### src/design/hrc_pkg.sv
// Purpose: constants for the hardware reset controller
// Assumes: 32-bit classic wishbone, word-aligned registers
// Notes:   register byte address is four times its index

package hrc_pkg;

  // =========================================
  // register indices (byte address = 4 * index)
  localparam logic [9:0] PULL_UP_CONTROL_2_IDX = 10'h3fe;
  localparam logic [9:0] PM0_IDX  = 10'h3f0;
  localparam logic [9:0] STAT_IDX = 10'h3f1;
  localparam logic [9:0] PCR_IDX  = 10'h3f2;

  // =========================================
  // reset values and field layout
  localparam logic [7:0] PULL_UP_CONTROL_2_LOW  = 8'h00;
  localparam logic [7:0] PULL_UP_CONTROL_2_HIGH = 8'h02;
  localparam logic [7:0] PCR_RST   = 8'h00;
  localparam logic [1:0] PM_SINGLE = 2'h0;
  localparam logic [1:0] PM_EXPAND = 2'h1;
  localparam logic [1:0] PM_MPROC  = 2'h3;
  localparam int         PM_SWR_B  = 3;
  localparam int         ST_RAM_B  = 3;

  // reset cause codes, held in status bits 2:0
  localparam logic [2:0] CAUSE_PIN = 3'h1;
  localparam logic [2:0] CAUSE_BOR = 3'h2;
  localparam logic [2:0] CAUSE_SW  = 3'h3;
  localparam logic [2:0] CAUSE_WDT = 3'h4;
  localparam logic [2:0] CAUSE_OSD = 3'h5;

  // =========================================
  // timing: internal resets hold for a fixed time
  localparam int CLK_MHZ      = 250;
  localparam int SOFT_HOLD_NS = 40;
  localparam int SOFT_HOLD_CY = (SOFT_HOLD_NS * CLK_MHZ + 999) / 1000;
  localparam int XIN_MIN_CY   = 20;

  // address decode result
  typedef enum logic [2:0] {
    HRC_R_PULL_UP_CONTROL_2 = 3'b000,
    HRC_R_PM0  = 3'b001,
    HRC_R_STAT = 3'b010,
    HRC_R_PCR  = 3'b011,
    HRC_R_NONE = 3'b100
  } hrc_reg_t;

  // sequencer states
  typedef enum logic [1:0] {
    HRC_RUN   = 2'b00,
    HRC_HOLD  = 2'b01,
    HRC_REL   = 2'b10,
    HRC_FETCH = 2'b11
  } hrc_state_t;

endpackage

### src/design/hrc_reset_ctrl.sv
// Purpose: reset sequencer with pull-up and mode registers
// Assumes: inputs synchronous to clk_i, pin input still synchronised
// Notes:   internal ram is never touched by this block
//
// Behaviour
// RQ1: five sources reset the chip: pin, brown-out, software, watchdog and oscillation stop.
// RQ2: a pin or brown-out reset loads pull-up control 2 with 00h or 02h by the boot-mode pin.
// RQ3: a software, watchdog or oscillation-stop reset loads it 00h in single-chip mode, else 02h; the code also loads 00h when the mode field is 2h.
// RQ4: reserved register locations cannot be reached by software.
// RQ5: while the reset pin is low every pin is forced to its reset state.
// RQ6: while the reset pin is low the oscillator is reset, and the main clock then runs.
// RQ7: cpu and registers are reset when the reset pin goes from low to high.
// RQ8: after release execution starts at the reset vector.
// RQ9: a pin reset leaves internal ram contents unchanged.
// RQ10: a pin reset during a ram write marks ram contents as indeterminate.
// RQ11: the outside holds the pin low for at least 20 input clocks before raising it.
// RQ12: the pin release is synchronised to the internal clock before cpu reset is released.

`timescale 1ns/10ps

module hrc_reset_ctrl
  import hrc_pkg::*;
#(
  parameter int               VEC_W      = 20,
  parameter logic [VEC_W-1:0] RESET_VEC  = 20'hffffc
)
(
  input  wire logic             clk_i,
  input  wire logic             rst_i,
  input  wire logic             ce_i,
  input  wire logic             reset_pin_n_i,
  input  wire logic             boot_mode_pin_i,
  input  wire logic             brownout_i,
  input  wire logic             wdt_reset_i,
  input  wire logic             osc_stop_i,
  input  wire logic             ram_wr_i,
  input  wire logic             cyc_i,
  input  wire logic             stb_i,
  input  wire logic             we_i,
  input  wire logic [11:0]      adr_i,
  input  wire logic [3:0]       sel_i,
  input  wire logic [31:0]      dat_i,
  output logic      [31:0]      dat_o,
  output logic                  ack_o,
  output logic                  err_o,
  output logic                  pin_reset_o,
  output logic                  osc_reset_o,
  output logic                  osc_run_o,
  output logic                  cpu_reset_o,
  output logic                  sfr_reset_o,
  output logic                  fetch_o,
  output logic      [VEC_W-1:0] fetch_addr_o,
  output logic      [7:0]       pull_up_control_2_o,
  output logic      [7:0]       port_control_o,
  output logic      [1:0]       processor_mode_field_o,
  output logic                  ram_indet_o
);

  // =========================================
  // helpers
  function automatic hrc_reg_t reg_dec(input logic [9:0] idx);
    case (idx)
      PULL_UP_CONTROL_2_IDX: reg_dec = HRC_R_PULL_UP_CONTROL_2;
      PM0_IDX:  reg_dec = HRC_R_PM0;
      STAT_IDX: reg_dec = HRC_R_STAT;
      PCR_IDX:  reg_dec = HRC_R_PCR;
      default:  reg_dec = HRC_R_NONE;
    endcase
  endfunction

  // =========================================
  // pin synchroniser
  logic pin_s1_q;
  logic pin_s2_q;
  logic pin_s1_d;
  logic pin_s2_d;

  // RQ12: two-stage release sync
  always_comb
  begin
    pin_s1_d = reset_pin_n_i;
    pin_s2_d = pin_s1_q;
  end

  // reset value low: treat pin as asserted until sampled
  always_ff @(posedge clk_i)
  begin
    if (rst_i)
    begin
      pin_s1_q <= 1'b0;
      pin_s2_q <= 1'b0;
    end
    else if (ce_i)
    begin
      pin_s1_q <= pin_s1_d;
      pin_s2_q <= pin_s2_d;
    end
  end

  // =========================================
  // sequencer
  hrc_state_t state_q;
  hrc_state_t state_d;
  logic [7:0] cnt_q;
  logic [7:0] cnt_d;
  logic       hard_q;
  logic       hard_d;
  logic [2:0] cause_q;
  logic [2:0] cause_d;
  logic       hard_req;
  logic       soft_req;
  logic       sw_rst_q;

  // RQ1: pin and brown-out are levels, others one-shot
  assign hard_req = ~pin_s2_q | brownout_i;
  assign soft_req = sw_rst_q | wdt_reset_i | osc_stop_i;

  always_comb
  begin
    state_d = state_q;
    cnt_d   = cnt_q;
    hard_d  = hard_q;
    cause_d = cause_q;
    case (state_q)
      HRC_RUN:
      begin
        // RQ1: hardware sources take priority
        if (hard_req)
        begin
          state_d = HRC_HOLD;
          hard_d  = 1'b1;
          cnt_d   = 8'h00;
          cause_d = brownout_i ? CAUSE_BOR : CAUSE_PIN;
        end
        else if (soft_req)
        begin
          state_d = HRC_HOLD;
          hard_d  = 1'b0;
          cnt_d   = 8'(SOFT_HOLD_CY - 1);
          cause_d = sw_rst_q ? CAUSE_SW : (wdt_reset_i ? CAUSE_WDT : CAUSE_OSD);
        end
      end
      HRC_HOLD:
      begin
        // RQ7: cpu released only after pin is seen high
        if (hard_req)
        begin
          hard_d = 1'b1;
          cnt_d  = 8'h00;
          if (brownout_i)
            cause_d = CAUSE_BOR;
          else if (!hard_q)
            cause_d = CAUSE_PIN;
        end
        else if (cnt_q == 8'h00)
          state_d = HRC_REL;
        else
          cnt_d = cnt_q - 8'h01;
      end
      HRC_REL:
        state_d = hard_req ? HRC_HOLD : HRC_FETCH;
      HRC_FETCH:
        state_d = HRC_RUN;
      default:
        state_d = HRC_HOLD;
    endcase
  end

  // sync reset behaves as a pin reset
  always_ff @(posedge clk_i)
  begin
    if (rst_i)
    begin
      state_q <= HRC_HOLD;
      cnt_q   <= 8'h00;
      hard_q  <= 1'b1;
      cause_q <= CAUSE_PIN;
    end
    else if (ce_i)
    begin
      state_q <= state_d;
      cnt_q   <= cnt_d;
      hard_q  <= hard_d;
      cause_q <= cause_d;
    end
  end

  // =========================================
  // reset outputs, decoded from state flops
  // RQ5: pins held while any reset is in force
  assign pin_reset_o = (state_q == HRC_HOLD) | (state_q == HRC_REL);
  // RQ6: oscillator reset while pin low, free-running otherwise
  assign osc_reset_o = (state_q == HRC_HOLD) & ~pin_s2_q;
  assign osc_run_o   = ~osc_reset_o;
  // RQ7: cpu held through release cycle, sfr strobe on release
  assign cpu_reset_o = (state_q != HRC_RUN) & (state_q != HRC_FETCH);
  assign sfr_reset_o = (state_q == HRC_REL);
  // RQ8: vector fetch strobe one cycle after release
  assign fetch_o     = (state_q == HRC_FETCH);

  // =========================================
  // registers and wishbone slave
  logic [7:0]       pull_up_control_2_q;
  logic [7:0]       pull_up_control_2_d;
  logic [7:0]       pcr_q;
  logic [7:0]       pcr_d;
  logic [1:0]       pm_q;
  logic [1:0]       pm_d;
  logic             sw_rst_d;
  logic             ram_q;
  logic             ram_d;
  logic [VEC_W-1:0] vec_q;
  logic [VEC_W-1:0] vec_d;
  logic             ack_q;
  logic             ack_d;
  logic             err_q;
  logic             err_d;
  logic [31:0]      dat_q;
  logic [31:0]      dat_d;
  logic [7:0]       pull_up_control_2_rst;
  logic             req;
  logic             wr_lo;
  hrc_reg_t         sel_reg;

  assign req     = cyc_i & stb_i & ~ack_q & ~err_q;
  assign sel_reg = reg_dec(adr_i[11:2]);
  assign wr_lo   = req & we_i & sel_i[0];

  // pull-up value chosen by reset kind
  always_comb
  begin
    // RQ2: hardware resets follow boot-mode pin
    if (hard_q)
      pull_up_control_2_rst = boot_mode_pin_i ? PULL_UP_CONTROL_2_HIGH : PULL_UP_CONTROL_2_LOW;
    // RQ3: soft resets follow processor mode
    else if (pm_q == PM_EXPAND || pm_q == PM_MPROC)
      pull_up_control_2_rst = PULL_UP_CONTROL_2_HIGH;
    else
      pull_up_control_2_rst = PULL_UP_CONTROL_2_LOW;
  end

  always_comb
  begin
    pull_up_control_2_d   = pull_up_control_2_q;
    pcr_d    = pcr_q;
    pm_d     = pm_q;
    sw_rst_d = sw_rst_q;
    ram_d    = ram_q;
    vec_d    = vec_q;
    ack_d    = 1'b0;
    err_d    = 1'b0;
    dat_d    = dat_q;
    // RQ4: reserved and unmapped words answer err, no effect
    if (req && sel_reg == HRC_R_NONE)
      err_d = 1'b1;
    else if (req)
    begin
      ack_d = 1'b1;
      dat_d = 32'h0000_0000;
      case (sel_reg)
        HRC_R_PULL_UP_CONTROL_2: dat_d[7:0] = pull_up_control_2_q;
        HRC_R_PM0:  dat_d[7:0] = {4'h0, sw_rst_q, 1'b0, pm_q};
        HRC_R_STAT: dat_d[7:0] = {4'h0, ram_q, cause_q};
        HRC_R_PCR:  dat_d[7:0] = pcr_q;
        default:    dat_d[7:0] = 8'h00;
      endcase
      if (wr_lo)
      begin
        case (sel_reg)
          HRC_R_PULL_UP_CONTROL_2: pull_up_control_2_d = dat_i[7:0];
          HRC_R_PCR:  pcr_d  = dat_i[7:0];
          HRC_R_PM0:
          begin
            pm_d     = dat_i[1:0];
            sw_rst_d = dat_i[PM_SWR_B];
          end
          HRC_R_STAT:
            if (dat_i[ST_RAM_B])
              ram_d = 1'b0;
          default:
            ram_d = ram_q;
        endcase
      end
    end
    // RQ10: set beats a same-cycle clear
    if (state_q == HRC_RUN && hard_req && ram_wr_i)
      ram_d = 1'b1;
    // RQ9: no ram clear here, only the flag above
    if (state_q == HRC_REL)
    begin
      pull_up_control_2_d   = pull_up_control_2_rst;
      pcr_d    = PCR_RST;
      sw_rst_d = 1'b0;
      vec_d    = RESET_VEC;
      // RQ3: mode field survives soft resets
      if (hard_q)
        pm_d = PM_SINGLE;
    end
  end

  always_ff @(posedge clk_i)
  begin
    if (rst_i)
    begin
      pull_up_control_2_q   <= PULL_UP_CONTROL_2_LOW;
      pcr_q    <= PCR_RST;
      pm_q     <= PM_SINGLE;
      sw_rst_q <= 1'b0;
      ram_q    <= 1'b0;
      vec_q    <= '0;
      ack_q    <= 1'b0;
      err_q    <= 1'b0;
      dat_q    <= 32'h0000_0000;
    end
    else if (ce_i)
    begin
      pull_up_control_2_q   <= pull_up_control_2_d;
      pcr_q    <= pcr_d;
      pm_q     <= pm_d;
      sw_rst_q <= sw_rst_d;
      ram_q    <= ram_d;
      vec_q    <= vec_d;
      ack_q    <= ack_d;
      err_q    <= err_d;
      dat_q    <= dat_d;
    end
  end

  assign dat_o                  = dat_q;
  assign ack_o                  = ack_q;
  assign err_o                  = err_q;
  assign fetch_addr_o           = vec_q;
  assign pull_up_control_2_o    = pull_up_control_2_q;
  assign port_control_o         = pcr_q;
  assign processor_mode_field_o = pm_q;
  assign ram_indet_o            = ram_q;
endmodule

### config.mk
export PLATFORM = sky130hd
export DESIGN_NAME = hrc_reset_ctrl
export DESIGN_NICKNAME = d
export VERILOG_FILES = /design/src/design/hrc_pkg.sv /design/src/design/hrc_reset_ctrl.sv
export SDC_FILE = /design/constraint.sdc
export NUM_CORES = 1
export LEC_CHECK = 0
export ABC_AREA = 1
export BUFFER_PORTS_ARGS = -buffer_cell sky130_fd_sc_hd__buf_4
export CAP_MARGIN = 30
export CORE_MARGIN = 8
export CORE_UTILIZATION = 30
export CTS_CLUSTER_SIZE = 25
export DETAILED_ROUTE_END_ITERATION = 8
export PLACE_DENSITY = 0.57
export SYNTH_ARGS = -nofsm -noshare
export SYNTH_HDL_FRONTEND = slang
export SYNTH_SLANG_ARGS = --single-unit
### constraint.sdc
create_clock -name clk_i -period 2.8 [get_ports clk_i]
set_input_delay 0.14 -clock clk_i [delete_from_list [all_inputs] [get_ports clk_i]]
set_output_delay 0.14 -clock clk_i [all_outputs]
set_load 0.01 [all_outputs]
==> summary by stage <==
Status
The run finished with clean final reports.

Final layout
After filler insertion, the fill cell instance count of the layout stands at ~1100. From synthesis to final layout, the design area changed by 18.63%. Of the cells placed in the final design, the portion with a size suffix greater than 1 is 0.2664. The number of nets in the layout is just under 600. The sequential cell area is 940.9 µm². The multi-input gate area in the final layout is approximately 1800 µm². The number of diodes added for antenna fixing is 0.

Timing
The setup total negative slack is 0 ns. The achievable frequency is 552.1 MHz. The slew at the pin closest to its max-slew limit is between 0.5 and 0.6 ns. The share of the clock period used by the worst path after layout is 0.6469. Clock skew on the completed layout was measured at roughly 0.016 ns. The number of failing setup endpoints in the final timing report is 0. Setup repair after global routing left no endpoint under its margin.

Headroom to the max-slew limit came out at 0.6099. Setup slack on the critical path of the routed design comes to 0.9887 ns. The number of hold violations in the final report is 0. The clock period minus worst slack is around 1.8 ns. Hold timing on the final database bottoms out at a slack of 0.06369 ns. The max-slew violation count is 0.

Logic synthesis
Yosys attributes the largest share of cell area to sky130_fd_sc_hd__dfxtp_1 (29%), sky130_fd_sc_hd__buf_4 (11%), sky130_fd_sc_hd__nand2_1 (9.9%), sky130_fd_sc_hd__nor2_1 (7.0%), sky130_fd_sc_hd__a21oi_1 (5.6%). The count of unique library cells instantiated by Yosys is 35. By instance count, the leading cell after synthesis is sky130_fd_sc_hd__nand2_1. The count of synthesis-stage warnings from yosys is 0. The cell type with the highest aggregate area in the netlist is sky130_fd_sc_hd__dfxtp_1. The top flip-flop cell by instance count after synthesis is sky130_fd_sc_hd__dfxtp_1. The count of mapped cells out of synthesis is roughly 450. By count the netlist is led by sky130_fd_sc_hd__nand2_1 (85), sky130_fd_sc_hd__nor2_1 (60), sky130_fd_sc_hd__dfxtp_1 (47), sky130_fd_sc_hd__inv_1 (47), sky130_fd_sc_hd__buf_4 (45). The share of flip-flops with an asynchronous set or reset is 0. The synthesized design contains 47 register bits. The area fraction of the dominant cell type after synthesis is 0.2931. The share of synthesized area occupied by flip-flops and latches is 0.2931. The number of flops mapped to enable cells by yosys is 0. Dividing the synthesized area by the synthesized cell count gives 7.072 µm². Summing every instance area after synthesis gives 3211 µm².

Global routing
Entering global routing, the biggest net connects 32 pins. The initial antenna violation count is 0. The aggregate global routing overflow is 0. The first global-routing pass estimated ~15 mm of wire.

The number of global-route vias before repair was 2885. For this run, the total global-route usage over all layers was measured as 0.1259.

Setup path
The critical path class is flop to output port. The most frequent cell on the critical path is sky130_fd_sc_hd__inv_1. The register-to-register setup slack is ~1.0 ns. At the worst endpoint, the arrival time is approximately 1.7 ns.

Of all nets on the critical path, the largest fanout is 10. The buffer and inverter count on the worst path is 4. The endpoint type of the worst setup path is an output port.

The largest single stage delay on the critical path is 0.37 ns. The kind of cell with the highest combined delay along the critical path is buffers and inverters. The element type at the critical path start is a flop.

STA puts the critical path data required time at ~2.7 ns. Walking the worst path, the cells encountered are inv_1 -> ha_1 -> inv_2 -> nor2_1 -> inv_1 -> buf_4. The slowest stage of the critical path belongs to the cell sky130_fd_sc_hd__dfxtp_1.

CTS
Buffers inserted to repair hold after CTS numbered 0. Clock-pin slew was measured on the worst setup and hold paths at about 0.090 ns. The buffer depth of the longest clock path is 2.

The post-CTS setup buffer count is 0. The number of levels the H-tree was split into is 2. TritonCTS built the clock tree. The clock root buffer is sky130_fd_sc_hd__clkbuf_8. The number of clock sinks is between 40 and 50. Once the clock tree was built, the resizer swapped 0 gates to a different size. The total CTS buffers is 5.

The clock latency at the later pin of the worst-skew pair is 0.32 ns.

Place
Port buffering added a little over 80 buffers. The final weighted congestion in routability-driven placement is 0.8489. Before CTS, the worst setup slack after placement is just over 1 ns. The half-perimeter wire length after detailed placement is between 7 and 8 mm.

Drt
The final wirelength is around 9 mm. After detailed routing, the number of remaining DRC violations is 0. The first detailed-routing pass ran for 4 iterations. Dividing the detail-routed wire length by the instance count gives ~14 µm. The via density per instance is between 4 and 5.

The final antenna-violating net count is 0. Across all layers, the routed design uses around 3000 vias. The count of routing violations after the opening detailed-route iteration is 175.

Power and ir drop
The overall power of the completed layout is 1576 µW. The internal power of the cells is 1024 µW. Of the total power, the clock network draws 0.285. The share of total power dissipated in sequential elements is 0.455.

The share of power burned in combinational logic is 0.260. The worst-case IR drop observed on VDD is 0.0001901 V. Summed over all nets, the switching power comes to around 550 µW. For this design the static power due to leakage is about 0.0019 µW. The power per standard cell area is ~410 nW/µm². Of the total power, the share spent switching nets is 0.3500.

Floorplanning
During I/O placement, the number of pins put on the boundary was about 140. The width of the chip is 119.5 µm. The region available for standard cell placement spans 10370 µm². The overall die area is 14270 µm². The die is ~120 µm tall. The initial utilization of the core area, before any placement, comes to 0.3096. The initialized floorplan defines 37 standard-cell rows.

Job
The max-capacitance violation count is 0.

Hold path
The class of the tightest hold or removal check is input pin to flop.
metrics by stage:
step	util	cells	cell area, µm²
final	0.3673	654	3809
after global routing	0.3673	654	3809
after CTS	0.3673	654	3809
after detailed placement	0.3581	646	3714
after global placement	0.3581	646	3714
after floorplan	-	479	3304
layer usage:
layer,global-route usage,vias up,part of all wire
li1,-,1512,-
met1,0.1570,1355,0.44
met2,0.2141,80,0.49
met3,0.02409,11,0.055
met4,0.03903,0,0.017
met5,0,-,0
flip-flops by register name (all words and copies together), names as in the netlist:
name / flops
cnt_q: 8
dat_o: 8
port_control_o: 8
pull_up_control_2_o: 8
cause_q: 3
processor_mode_field_o: 2
state_q: 2
ack_o: 1
err_o: 1
fetch_addr_o: 1
hard_q: 1
pin_s1_q: 1
pin_s2_q: 1
ram_indet_o: 1
sw_rst_q: 1
cell usage in the layout, fill, tap and decap left out:
cell type	synthesis	layout
sky130_fd_sc_hd__o21ai_0	18	18
sky130_fd_sc_hd__nand3_1	28	28
sky130_fd_sc_hd__nor2_8	5	5
sky130_fd_sc_hd__o211ai_1	1	1
sky130_fd_sc_hd__clkinv_4	1	2
sky130_fd_sc_hd__or2_2	1	1
sky130_fd_sc_hd__nor3_2	1	1
sky130_fd_sc_hd__nor2_1	60	60
sky130_fd_sc_hd__nor4_1	1	1
sky130_fd_sc_hd__nand2_1	85	85
sky130_fd_sc_hd__nor3_4	1	1
sky130_fd_sc_hd__nor2_4	4	4
sky130_fd_sc_hd__nor3_1	1	1
sky130_fd_sc_hd__nand4_1	18	18
sky130_fd_sc_hd__nand2_2	7	7
sky130_fd_sc_hd__dfxtp_1	47	47
sky130_fd_sc_hd__o21ai_1	2	2
sky130_fd_sc_hd__o22ai_1	1	1
sky130_fd_sc_hd__inv_1	47	47
sky130_fd_sc_hd__a21oi_1	36	36
sky130_fd_sc_hd__nand3_4	1	1
sky130_fd_sc_hd__ha_1	6	6
sky130_fd_sc_hd__buf_4	45	84
sky130_fd_sc_hd__clkbuf_8	0	5
sky130_fd_sc_hd__inv_2	5	5
sky130_fd_sc_hd__nor2_2	4	4
sky130_fd_sc_hd__xor2_1	2	2
sky130_fd_sc_hd__nand3b_1	1	1
sky130_fd_sc_hd__nand4_4	2	2
sky130_fd_sc_hd__nand3_2	4	4
sky130_fd_sc_hd__inv_6	0	2
sky130_fd_sc_hd__nand2_4	9	9
sky130_fd_sc_hd__conb_1	1	26
sky130_fd_sc_hd__nand3b_4	1	1
kinds of logic (layout without fill, tap and decap cells):
kind of cell             after synthesis  count (layout)  share of synthesized area
AO/OA/AOI/OAI                         58              58                    0.09158
XOR/XNOR                               2               2                   0.005457
buffers and inverters                106             145                     0.1855
AND/OR/NAND/NOR                      234             234                     0.3998
flip-flops                            47              47                     0.2931
other                                  1              26                   0.001168
adder cells (fa/ha/maj)                6               6                    0.02338
power by group through the flow:
| stage | registers (µW) | logic, µW | clock network (µW) |
|---|---|---|---|
| 2_1_floorplan | 725 | 324 | 0 |
| 3_3_place_gp | 732 | 409 | 0 |
| 3_5_place_dp | 732 | 413 | 0 |
| 4_1_cts | 718 | 415 | 459 |
| 5_1_grt | 720 | 459 | 492 |
| 6_report | 717 | 410 | 448 |
worst reg2reg max path, stage by stage, from the launching register on:
cell and delay, ns:
sky130_fd_sc_hd__dfxtp_1 0.43, sky130_fd_sc_hd__inv_1 0.09, sky130_fd_sc_hd__ha_1 0.29, sky130_fd_sc_hd__or2_2 0.37
sky130_fd_sc_hd__nand4_4 0.23, sky130_fd_sc_hd__nand2_4 0.13, sky130_fd_sc_hd__nand2_1 0.08, sky130_fd_sc_hd__nand2_1 0.04
sky130_fd_sc_hd__nor2_1 0.09
worst paths after layout:
check / cells past startpoint / start / to
hold / removal: 3 / reset_pin_n_i / pin_s1_q
setup reg to reg: 8 / state_q[1] / cnt_q[3]
setup / recovery: 6 / state_q[1] / osc_run_o
hold reg to reg: 2 / cause_q[1] / cause_q[1]
area by class of cell:
type | count | share of cell area
clock buffers | 5 | 0.01807
clock inverters | 3 | 0.006899
inverters | 53 | 0.05355
multi-input cells | 326 | 0.4642
flip-flops and latches | 47 | 0.2470
well taps | 136 | 0.04468
repair buffers | 84 | 0.1656
Note: power is estimated with default switching activity, not from simulation.
